==> src/kwi_pkg.sv <==
// Purpose: constants shared by the key wake interrupt unit
// Assumes: one bus clock, synchronous pin inputs
// Notes: status/control bit positions mirror the register layout
package kwi_pkg;
    localparam int KWI_PINS = 8;
    localparam int KWI_SC_MODE_BIT = 0;
    localparam int KWI_SC_IRQEN_BIT = 1;
    localparam int KWI_SC_ACK_BIT = 2;
    localparam int KWI_SC_FLAG_BIT = 3;
    localparam logic [7:0] KWI_SC_RESET = 8'h00;
    localparam logic [7:0] KWI_PE_RESET = 8'h00;
    localparam logic [7:0] KWI_ES_RESET = 8'h00;
    localparam logic KWI_FLAG_RESET = 1'b0;
    localparam logic KWI_ARM_RESET = 1'b0;
endpackage : kwi_pkg

==> src/kwi_pin_detect.sv <==
// Purpose: per-pin polarity and enable qualification with edge sampling
// Assumes: inputs synchronous to clk
// Notes: a disabled pin reports neither asserted nor edge
`timescale 1ns/1ps
`default_nettype none
module kwi_pin_detect #(
    parameter int PINS = kwi_pkg::KWI_PINS
) (
    input wire logic clk,
    input wire logic rst,
    input wire logic [PINS-1:0] wake_input_pin,
    input wire logic [PINS-1:0] pin_enable_register,
    input wire logic [PINS-1:0] polarity_register,
    output logic [PINS-1:0] asserted,
    output logic [PINS-1:0] edge_seen
);
    logic [PINS-1:0] prev_asserted;
    genvar i;
    generate
        for (i = 0; i < PINS; i++) begin : g_pin
            // polarity 0 means low is asserted, 1 means high
            always_comb begin
                asserted[i] = pin_enable_register[i] &
                    (polarity_register[i] ? wake_input_pin[i] : ~wake_input_pin[i]);
                edge_seen[i] = asserted[i] & ~prev_asserted[i];
            end
        end
    endgenerate

    // previous sample; on first enable prev is 0 so an already asserted pin can flag
    always_ff @(posedge clk or posedge rst) begin
        if (rst) begin
            prev_asserted <= '0;
        end else begin
            prev_asserted <= asserted;
        end
    end
endmodule : kwi_pin_detect
`default_nettype wire

==> src/kwi_unit.sv <==
// Purpose: key wake interrupt unit, eight pins, one shared flag
// Assumes: control bits are plain ports written synchronously by the host side
// Notes: acknowledge is a one-cycle write strobe
// Function
// - up to eight pins, each individually enabled; disabled pins do nothing
// - one mode bit picks edge-only or edge-and-level for all pins
// - per-pin polarity picks falling/low or rising/high
// - falling edge: sampled high one cycle, low the next
// - rising edge: sampled low one cycle, high the next
// - no new edge until all enabled pins return deasserted
// - edge-only: valid edge sets flag; acknowledge write clears it
// - edge-and-level: edge or asserted level sets flag
// - interrupt request whenever flag and interrupt enable are both set
// - edge-and-level: acknowledge clears only when all enabled pins deasserted
// - request doubles as wake-up from stop or wait
// - pullup choice per enabled pin passes to port pull control
// - spurious flag on first enable can be cleared by later acknowledge
// - flag is read-only at status bit 3; writes do not change it
// - polarity bit zero falling/low, one rising/high
// - pin enable one enables the pin, zero disables it
// - mode bit clear edges only, set edges and levels
`timescale 1ns/1ps
`default_nettype none
module kwi_unit #(
    parameter int PINS = kwi_pkg::KWI_PINS
) (
    input wire logic clk,
    input wire logic rst,
    input wire logic [PINS-1:0] wake_input_pin,
    input wire logic [PINS-1:0] pin_enable_register,
    input wire logic [PINS-1:0] polarity_register,
    input wire logic [PINS-1:0] pullup_select,
    input wire logic detect_mode_select,
    input wire logic irq_enable,
    input wire logic flag_acknowledge,
    output logic event_flag,
    output logic irq,
    output logic wake_request,
    output logic [7:0] status_control_register,
    output logic [PINS-1:0] pullup_enable
);
    logic [PINS-1:0] asserted;
    logic [PINS-1:0] edge_seen;
    logic any_asserted;
    logic armed;
    logic valid_edge;
    logic set_flag;
    logic clear_ok;
    logic next_flag;

    kwi_pin_detect #(.PINS(PINS)) u_detect (
        .clk(clk),
        .rst(rst),
        .wake_input_pin(wake_input_pin),
        .pin_enable_register(pin_enable_register),
        .polarity_register(polarity_register),
        .asserted(asserted),
        .edge_seen(edge_seen)
    );

    always_comb begin
        any_asserted = |asserted;
        valid_edge = armed & (|edge_seen);
        // edge-and-level adds the asserted level as a set source
        set_flag = valid_edge | (detect_mode_select & any_asserted);
        clear_ok = flag_acknowledge & ~(detect_mode_select & any_asserted);
        // set wins over clear when both land in one cycle
        next_flag = set_flag | (event_flag & ~clear_ok);
    end

    // armed once every enabled pin sits deasserted; an edge disarms
    always_ff @(posedge clk or posedge rst) begin
        if (rst) begin
            armed <= kwi_pkg::KWI_ARM_RESET;
        end else if (valid_edge) begin
            armed <= 1'b0;
        end else if (!any_asserted) begin
            armed <= 1'b1;
        end
    end

    // flag has no write path, only set and acknowledge
    always_ff @(posedge clk or posedge rst) begin
        if (rst) begin
            event_flag <= kwi_pkg::KWI_FLAG_RESET;
        end else begin
            event_flag <= next_flag;
        end
    end

    always_ff @(posedge clk or posedge rst) begin
        if (rst) begin
            irq <= 1'b0;
            wake_request <= 1'b0;
        end else begin
            irq <= next_flag & irq_enable;
            // wake follows irq so a masked unit never wakes the core
            wake_request <= next_flag & irq_enable;
        end
    end

    always_ff @(posedge clk or posedge rst) begin
        if (rst) begin
            status_control_register <= kwi_pkg::KWI_SC_RESET;
        end else begin
            status_control_register <= '0;
            status_control_register[kwi_pkg::KWI_SC_FLAG_BIT] <= next_flag;
            status_control_register[kwi_pkg::KWI_SC_IRQEN_BIT] <= irq_enable;
            status_control_register[kwi_pkg::KWI_SC_MODE_BIT] <= detect_mode_select;
        end
    end

    // pull only applies to pins enabled as wake inputs
    always_ff @(posedge clk or posedge rst) begin
        if (rst) begin
            pullup_enable <= '0;
        end else begin
            pullup_enable <= pullup_select & pin_enable_register;
        end
    end

    AST_IRQ_FOLLOWS: assert property (@(posedge clk) disable iff (rst)
        irq == (event_flag & $past(irq_enable)))
        else $error("irq mismatch with flag and enable");
    AST_LEVEL_HOLDS: assert property (@(posedge clk) disable iff (rst)
        (detect_mode_select & any_asserted) |=> event_flag)
        else $error("flag cleared while level asserted");
    AST_ACK_CLEARS: assert property (@(posedge clk) disable iff (rst)
        (flag_acknowledge & ~set_flag & ~(detect_mode_select & any_asserted)) |=> !event_flag)
        else $error("acknowledge did not clear flag");
    AST_EDGE_SETS: assert property (@(posedge clk) disable iff (rst)
        valid_edge |=> event_flag)
        else $error("edge did not set flag");
    AST_NO_REARM: assert property (@(posedge clk) disable iff (rst)
        (valid_edge ##1 any_asserted) |-> !valid_edge)
        else $error("new edge before all pins deasserted");
    AST_DISABLED_QUIET: assert property (@(posedge clk) disable iff (rst)
        (pin_enable_register == '0) |-> (asserted == '0 && edge_seen == '0))
        else $error("disabled pins produced activity");
    AST_FLAG_HOLD: assert property (@(posedge clk) disable iff (rst)
        (event_flag & ~flag_acknowledge) |=> event_flag)
        else $error("flag dropped without acknowledge");
    AST_NO_SPONT_SET: assert property (@(posedge clk) disable iff (rst)
        (!event_flag & !set_flag) |=> !event_flag)
        else $error("flag set without cause");
    AST_PULL_GATED: assert property (@(posedge clk) disable iff (rst)
        pullup_enable == $past(pullup_select & pin_enable_register))
        else $error("pullup not gated by pin enable");
    AST_WAKE_MATCH: assert property (@(posedge clk) disable iff (rst)
        wake_request == irq)
        else $error("wake differs from irq");

    COV_EDGE_IRQ: cover property (@(posedge clk) disable iff (rst)
        valid_edge & irq_enable ##1 irq);
    COV_LEVEL_BLOCKED_ACK: cover property (@(posedge clk) disable iff (rst)
        event_flag & flag_acknowledge & detect_mode_select & any_asserted);
    COV_ACK_CLEAR: cover property (@(posedge clk) disable iff (rst)
        event_flag & clear_ok & ~set_flag ##1 !event_flag);
endmodule : kwi_unit
`default_nettype wire

==> config.mk <==
export PLATFORM = sky130hd
export DESIGN_NAME = kwi_unit
export DESIGN_NICKNAME = d
export VERILOG_FILES = /design/src/kwi_pkg.sv /design/src/kwi_pin_detect.sv /design/src/kwi_unit.sv
export SDC_FILE = /design/constraint.sdc
export NUM_CORES = 1
export LEC_CHECK = 0
export ABC_AREA = 1
export BUFFER_PORTS_ARGS = -buffer_cell sky130_fd_sc_hd__buf_2
export CORE_AREA = 2 2 68 70
export CTS_CLUSTER_DIAMETER = 100
export CTS_CLUSTER_SIZE = 16
export DETAILED_ROUTE_END_ITERATION = 8
export DIE_AREA = 0 0 70 72
export PLACE_DENSITY_LB_ADDON = 0.15
export SLEW_MARGIN = 20
export SYNTH_ARGS = -nofsm -noshare
export SYNTH_HDL_FRONTEND = slang
export SYNTH_SLANG_ARGS = --single-unit
==> constraint.sdc <==
create_clock -name clk -period 1.1 [get_ports clk]
set_clock_uncertainty 0.05 [all_clocks]
set_input_delay 0.165 -clock clk [delete_from_list [all_inputs] [get_ports clk]]
set_output_delay 0.165 -clock clk [all_outputs]
set_load 0.005 [all_outputs]
==> results of run 1 <==
logic make-up (layout without fill, tap and decap cells):
family	after synthesis	count (layout)	synth area share [%]
DFF	21	21	50.4
AOI/OAI and AO/OA	3	3	2.52
and+or+nand+nor	57	57	25.8
buffers and inverters	51	102	20.9
other	1	5	0.360
stage by stage:
step | worst slack, ns | power (mW)
after floorplan | 0.162 | 1.10
after global placement | -0.0511 | 1.22
after detailed placement | -0.0755 | 1.23
after CTS | 0.0633 | 1.75
after global routing | -0.0316 | 1.85
final | 0.0976 | 1.70
flip-flops by register name, summed over array words and instances (netlist names):
register and flops:
armed 1, status_control_register 3, pullup_enable 8, wake_request 1
u_detect.prev_asserted 8
routing by layer:
metal  part of all wire, %  wire length, um  track usage [%]
met5                     0                0                0
met3                   9.1              183             2.22
met4                     0                0             2.56
met2                    46              928             16.2
met1                    45              901             11.0
worst register-to-register path: stages (launching register included):
cell and delay [ns]:
dfrtp_1 0.36, inv_1 0.05, nand4_1 0.10, nand2_1 0.08, nor2_1 0.05, nand2_1 0.07, nand2_2 0.07, nand2_1 0.06
inv_1 0.03
synthesized netlist by cell type, drive strengths merged:
cell type  count  share of area [%]
a21oi          2                1.7
buf            7                5.0
conb           1               0.36
dfrtp         21                 50
inv           44                 16
nand2         37                 14
nand3          8                6.2
nand4          7                4.2
nor2           5                1.8
o21ai          1               0.84
layout make-up:
class	count	area, um^2
clock buffer	4	45.0
fill	473	2860
inverter	44	165
multi-input combinational	65	314
sequential	21	526
tap	52	65.1
timing repair buffer	54	288
worst max-delay path by stage:
stage	startpoint	to
2_1_floorplan	u_detect.prev_asserted[7]	armed
3_3_place_gp	polarity_register[7]	wake_request
3_5_place_dp	polarity_register[6]	wake_request
4_1_cts	u_detect.prev_asserted[4]	armed
5_1_grt	u_detect.prev_asserted[5]	armed
6_report	u_detect.prev_asserted[3]	armed
power by group:
group	switching [mW]	internal (mW)
Combinational	0.185	0.160
Clock	0.234	0.257
Sequential	0.0271	0.839
timing repair:
action / CTS / global route
setup endpoints to repair: 0 / 3
buffers inserted: 0 / 0
hold buffers: 3 / 0
hold endpoints to repair: 23 / 0
==> metrics.txt, run 1 <==
run status complete, no violations; hpwl dp 1.72 mm; initial antenna violation count 0; Period Utilization, post-route 91.1%; row count 24; Cell variety after synth 13; cell type group with the largest total delay on the critical path simple AND/OR/NAND/NOR gates; global-route congestion overflow total 0; Via density 3.78; Die Width 70 um; crit path cell chain inv_1 -> nand4_1 -> nand2_1 -> nor2_1 -> nand2_1 -> nand2_2 -> nand2_1 -> inv_1; routed len/inst 8.39 um; biggest cell delay along the critical path 0.36 ns; post-layout instance area 0.00140 mm^2; antenna fix cells 0; sum of routed wire length over all layers 2.01 mm; count of clock tree sinks 21; final setup TNS 0 ns; slack of the worst reg-to-reg path 0.1 ns; Min-Delay Startpoint pullup_select[5]; worst path required time 1.20 ns; global-route usage over all layers 9.09%; max-slew violation count 0; number of global-route vias before repair 949; cell count after synthesis 133; number of remaining DRC errors 0; max_cap viols 0; routability-driven placement congestion ratio 0.788; number of placed instances with taps included 233; Initial DRC Count 31; floorplan core area 0.00426 mm^2; Post-Synthesis Mean Instance Area 7.84 um^2; P per Cell Area 1210 mW/mm^2; floorplan die area 0.00504 mm^2; number of cells on the critical path 8; Peak supply drop 0.411 mV; I/O pin count 56; min Tclk post-route 1.00 ns; Layout Utilization 32.9%; clock slew at the register clock pins of the worst setup and hold paths 0.07 ns; CTS buffer count 3; cts repair resizes 0; slowest cell on the critical path dfrtp_1; worst skew pair latency 0.25 ns; H-tree Lvls 1; Total Nets Final 226; Hold Path Class in2reg; Worst R2R End armed; Initial Utilization 24.4%; TritonCTS clock tree built; start-to-end type of the worst setup path reg2reg; layout cell share with drive strength beyond 1 34.0%; startpoint kind of the worst setup timing path flop; setup repair after global routing missed its margin yes; total setup violations reported at the end of the flow 0; final-report hold violation count 0; cells on worst reg2reg path 8; most frequent standard cell in the layout excluding fill and tap cells buf_2; DRT antenna net count 0; Yosys reg bits 21; highest net fanout along the worst path 3; first-pass GRT wire length 3.75 mm; final hold slack 0.0444 ns; worst path buffer plus inverter count 2; placed standard-cell area 0.00133 mm^2; number of warnings reported in the yosys synthesis log 0; detailed-router iteration count before antenna repair 4; clock root cell clkbuf_8; critical path data arrival time 1.11 ns; most repeated library cell on the critical path nand2_1; total standard cell area after synthesis 0.00104 mm^2; total via count in the routed design 906; leakage power 0.934 nW; commonest cells after routing, fill and taps aside buf_2 (50), inv_1 (43), nand2_1 (36), dfrtp_1 (21), nand4_1 (7); achievable frequency 0.998 GHz; endpoint kind of the worst setup timing path flop; Max clock buf depth 2; PortBufs 50; Worst R2R Start u_detect.prev_asserted[3]; Layout Area Growth over Synthesis 34.6%; hold path endpoint pullup_enable[5]; pin count of the biggest net entering global routing 22; non-filler cells in the finished layout 240; die extent in y 72 um; instance count along the most critical hold path 3; Seq/Total Area, Yosys 50.4%
Power figures use the tool's default switching activity.
==> run 2, diff against run 1 <==
Settings changed: BUFFER_PORTS_ARGS -buffer_cell sky130_fd_sc_hd__buf_2 to not set, DONT_BUFFER_PORTS set to 1, PLACE_DENSITY set to 0.43, PLACE_DENSITY_LB_ADDON 0.15 to not set.
==> run 2 against run 1 <==
Via count is 8.6% lower. Non-clock buffer count is 34 lower. Clock power is 3% higher. Final cell count is 14% lower. Global-route usage is 0.54 points higher. Critical path depth stayed put. First-iteration DRC count is 39% lower. Highest routed layer is now met4. Worst hold slack worse by 0.035 ns. Largest cell class unchanged. Routed wire length is 14% higher.
==> metrics.txt, run 2 (same netlist as run 1, synthesis figures left out) <==
registers with the most flip-flops pullup_enable (8), u_detect.prev_asserted (8), status_control_register (3) (unchanged); cell type group with the largest total delay on the critical path simple AND/OR/NAND/NOR gates (unchanged); Max clock buf depth 2 (unchanged); pin count of the biggest net entering global routing 22 (unchanged); leakage power 0.785 nW (was 0.934 nW); initial antenna violation count 0 (unchanged); routed len/inst 11.2 um (was 8.39 um); cts repair resizes 0 (unchanged); highest net fanout along the worst path 3 (unchanged); first-pass GRT wire length 3.83 mm (was 3.75 mm); DRT antenna net count 0 (unchanged); routability-driven placement congestion ratio 0.734 (was 0.788); biggest cell delay along the critical path 0.37 ns (was 0.36 ns); crit path cell chain inv_1 -> nand4_1 -> nand2_1 -> nor2_1 -> nand2_1 -> nand2_2 -> nand2_1 -> inv_1 (unchanged); P per Cell Area 1260 mW/mm^2 (was 1210 mW/mm^2); total power after layout 1.66 mW (was 1.70 mW); Total Nets Final 192 (was 226); most frequent standard cell in the layout excluding fill and tap cells inv_1 (was buf_2); critical path data arrival time 1.16 ns (was 1.11 ns); worst skew pair latency 0.26 ns (was 0.25 ns); clock slew at the register clock pins of the worst setup and hold paths 0.08 ns (was 0.07 ns); total setup buffers inserted after CTS 0 (unchanged); run status complete, no violations (unchanged); floorplan die area 0.00504 mm^2 (unchanged); antenna fix cells 0 (unchanged); detailed-router iteration count before antenna repair 3 (was 4); global-route usage over all layers 9.62% (was 9.09%); final-report hold violation count 0 (unchanged); worst path required time 1.21 ns (was 1.20 ns); Initial DRC Count 19 (was 31); total setup violations reported at the end of the flow 0 (unchanged); worst path buffer plus inverter count 2 (unchanged); Die Width 70 um (unchanged); slowest cell on the critical path dfrtp_1 (unchanged); commonest cells after routing, fill and taps aside inv_1 (43), nand2_1 (36), dfrtp_1 (21), dlygate4sd3_1 (19), nand4_1 (7) (was buf_2 (50), inv_1 (43), nand2_1 (36), dfrtp_1 (21), nand4_1 (7)); start-to-end type of the worst setup path reg2reg (unchanged); clock root cell clkbuf_8 (unchanged); min Tclk post-route 1.05 ns (was 1.00 ns); H-tree Lvls 1 (unchanged); max-slew violation count 0 (unchanged); number of global-route vias before repair 919 (was 949); Peak supply drop 0.387 mV (was 0.411 mV); sum of routed wire length over all layers 2.30 mm (was 2.01 mm); Layout Utilization 30.8% (was 32.9%); startpoint kind of the worst setup timing path flop (unchanged); max_cap viols 0 (unchanged); layout cell share with drive strength beyond 1 9.74% (was 34.0%); floorplan core area 0.00426 mm^2 (unchanged); CTS buffer count 3 (unchanged); I/O pin count 56 (unchanged); row count 24 (unchanged); Layout Area Growth over Synthesis 26.1% (was 34.6%); Hold Path Class in2reg (unchanged); hpwl dp 1.75 mm (was 1.72 mm); final setup TNS 0 ns (unchanged); total via count in the routed design 828 (was 906); TritonCTS clock tree built (unchanged); endpoint kind of the worst setup timing path flop (unchanged); final hold slack 0.00953 ns (was 0.0444 ns); setup repair after global routing missed its margin yes (unchanged); PortBufs 0 (was 50); die extent in y 72 um (unchanged); count of clock tree sinks 21 (unchanged); global-route congestion overflow total 0 (unchanged); achievable frequency 0.955 GHz (was 0.998 GHz); Period Utilization, post-route 95.2% (was 91.1%); Via density 4.02 (was 3.78); number of remaining DRC errors 0 (unchanged); Initial Utilization 24.4% (unchanged); most repeated library cell on the critical path nand2_1 (unchanged)
-- run 2: cell count changes in the layout (fill, tap and decap cells not counted), sizes merged --
cell | before | now
clkbuf | 4 | 3
buf | 51 | 1
dlygate4sd3 | 3 | 19
clkinv | 0 | 1
-- run 2: final timing paths --
| path | start | end | slack, ns | cells after the start |
|---|---|---|---|---|
| worst max-delay path | u_detect.prev_asserted[1] | armed | 0.05 | 8 |
| worst min-delay path | pin_enable_register[4] | u_detect.prev_asserted[4] | 0.01 | 2 |
| worst max register to register | u_detect.prev_asserted[1] | armed | 0.05 | 8 |
| worst min register to register | armed | status_control_register[3] | 0.48 | 2 |
| max in group asynchronous | rst | wake_request | 0.45 | 3 |
| min in group asynchronous | rst | pullup_enable[5] | 0.33 | 3 |
-- run 2: power breakdown --
group | switching, mW | internal, mW
combinational | 0.148 | 0.128
clock | 0.252 | 0.252
sequential | 0.0412 | 0.839
total | 0.441 | 1.22
-- run 2: metrics by stage --
step                cell area [um^2]  setup WS (ns)  cells
global placement                1080         0.0693    183
finish                          1310         0.0528    206
detailed placement              1080         0.0533    183
floorplan                       1060          0.162    137
global route                    1310        -0.0527    206
CTS                             1310         0.0332    206
-- run 2: what timing repair did --
item | 4_1_cts | 5_1_grt
hold buffers | 19 | 0
setup endpoints to repair | 0 | 3
endpoints found under the hold margin | 39 | 0
-- run 2: cell type report --
| class | count | area (um^2) |
|---|---|---|
| fill | 458 | 2950 |
| sequential | 21 | 526 |
| multi-input combinational | 65 | 314 |
| timing repair buffer | 20 | 198 |
| inverter | 44 | 165 |
| tap | 52 | 65.1 |
| clock buffer | 3 | 41.3 |
| clock inverter | 1 | 5.00 |
-- run 2: routing by layer --
metal	vias to the layer above	GRT usage, %	share of wire (%)
li1	409	-	-
met1	382	9.78	36
met2	33	19.5	57
met3	4	2.08	6.1
met4	0	2.99	1.0
met5	-	0	0
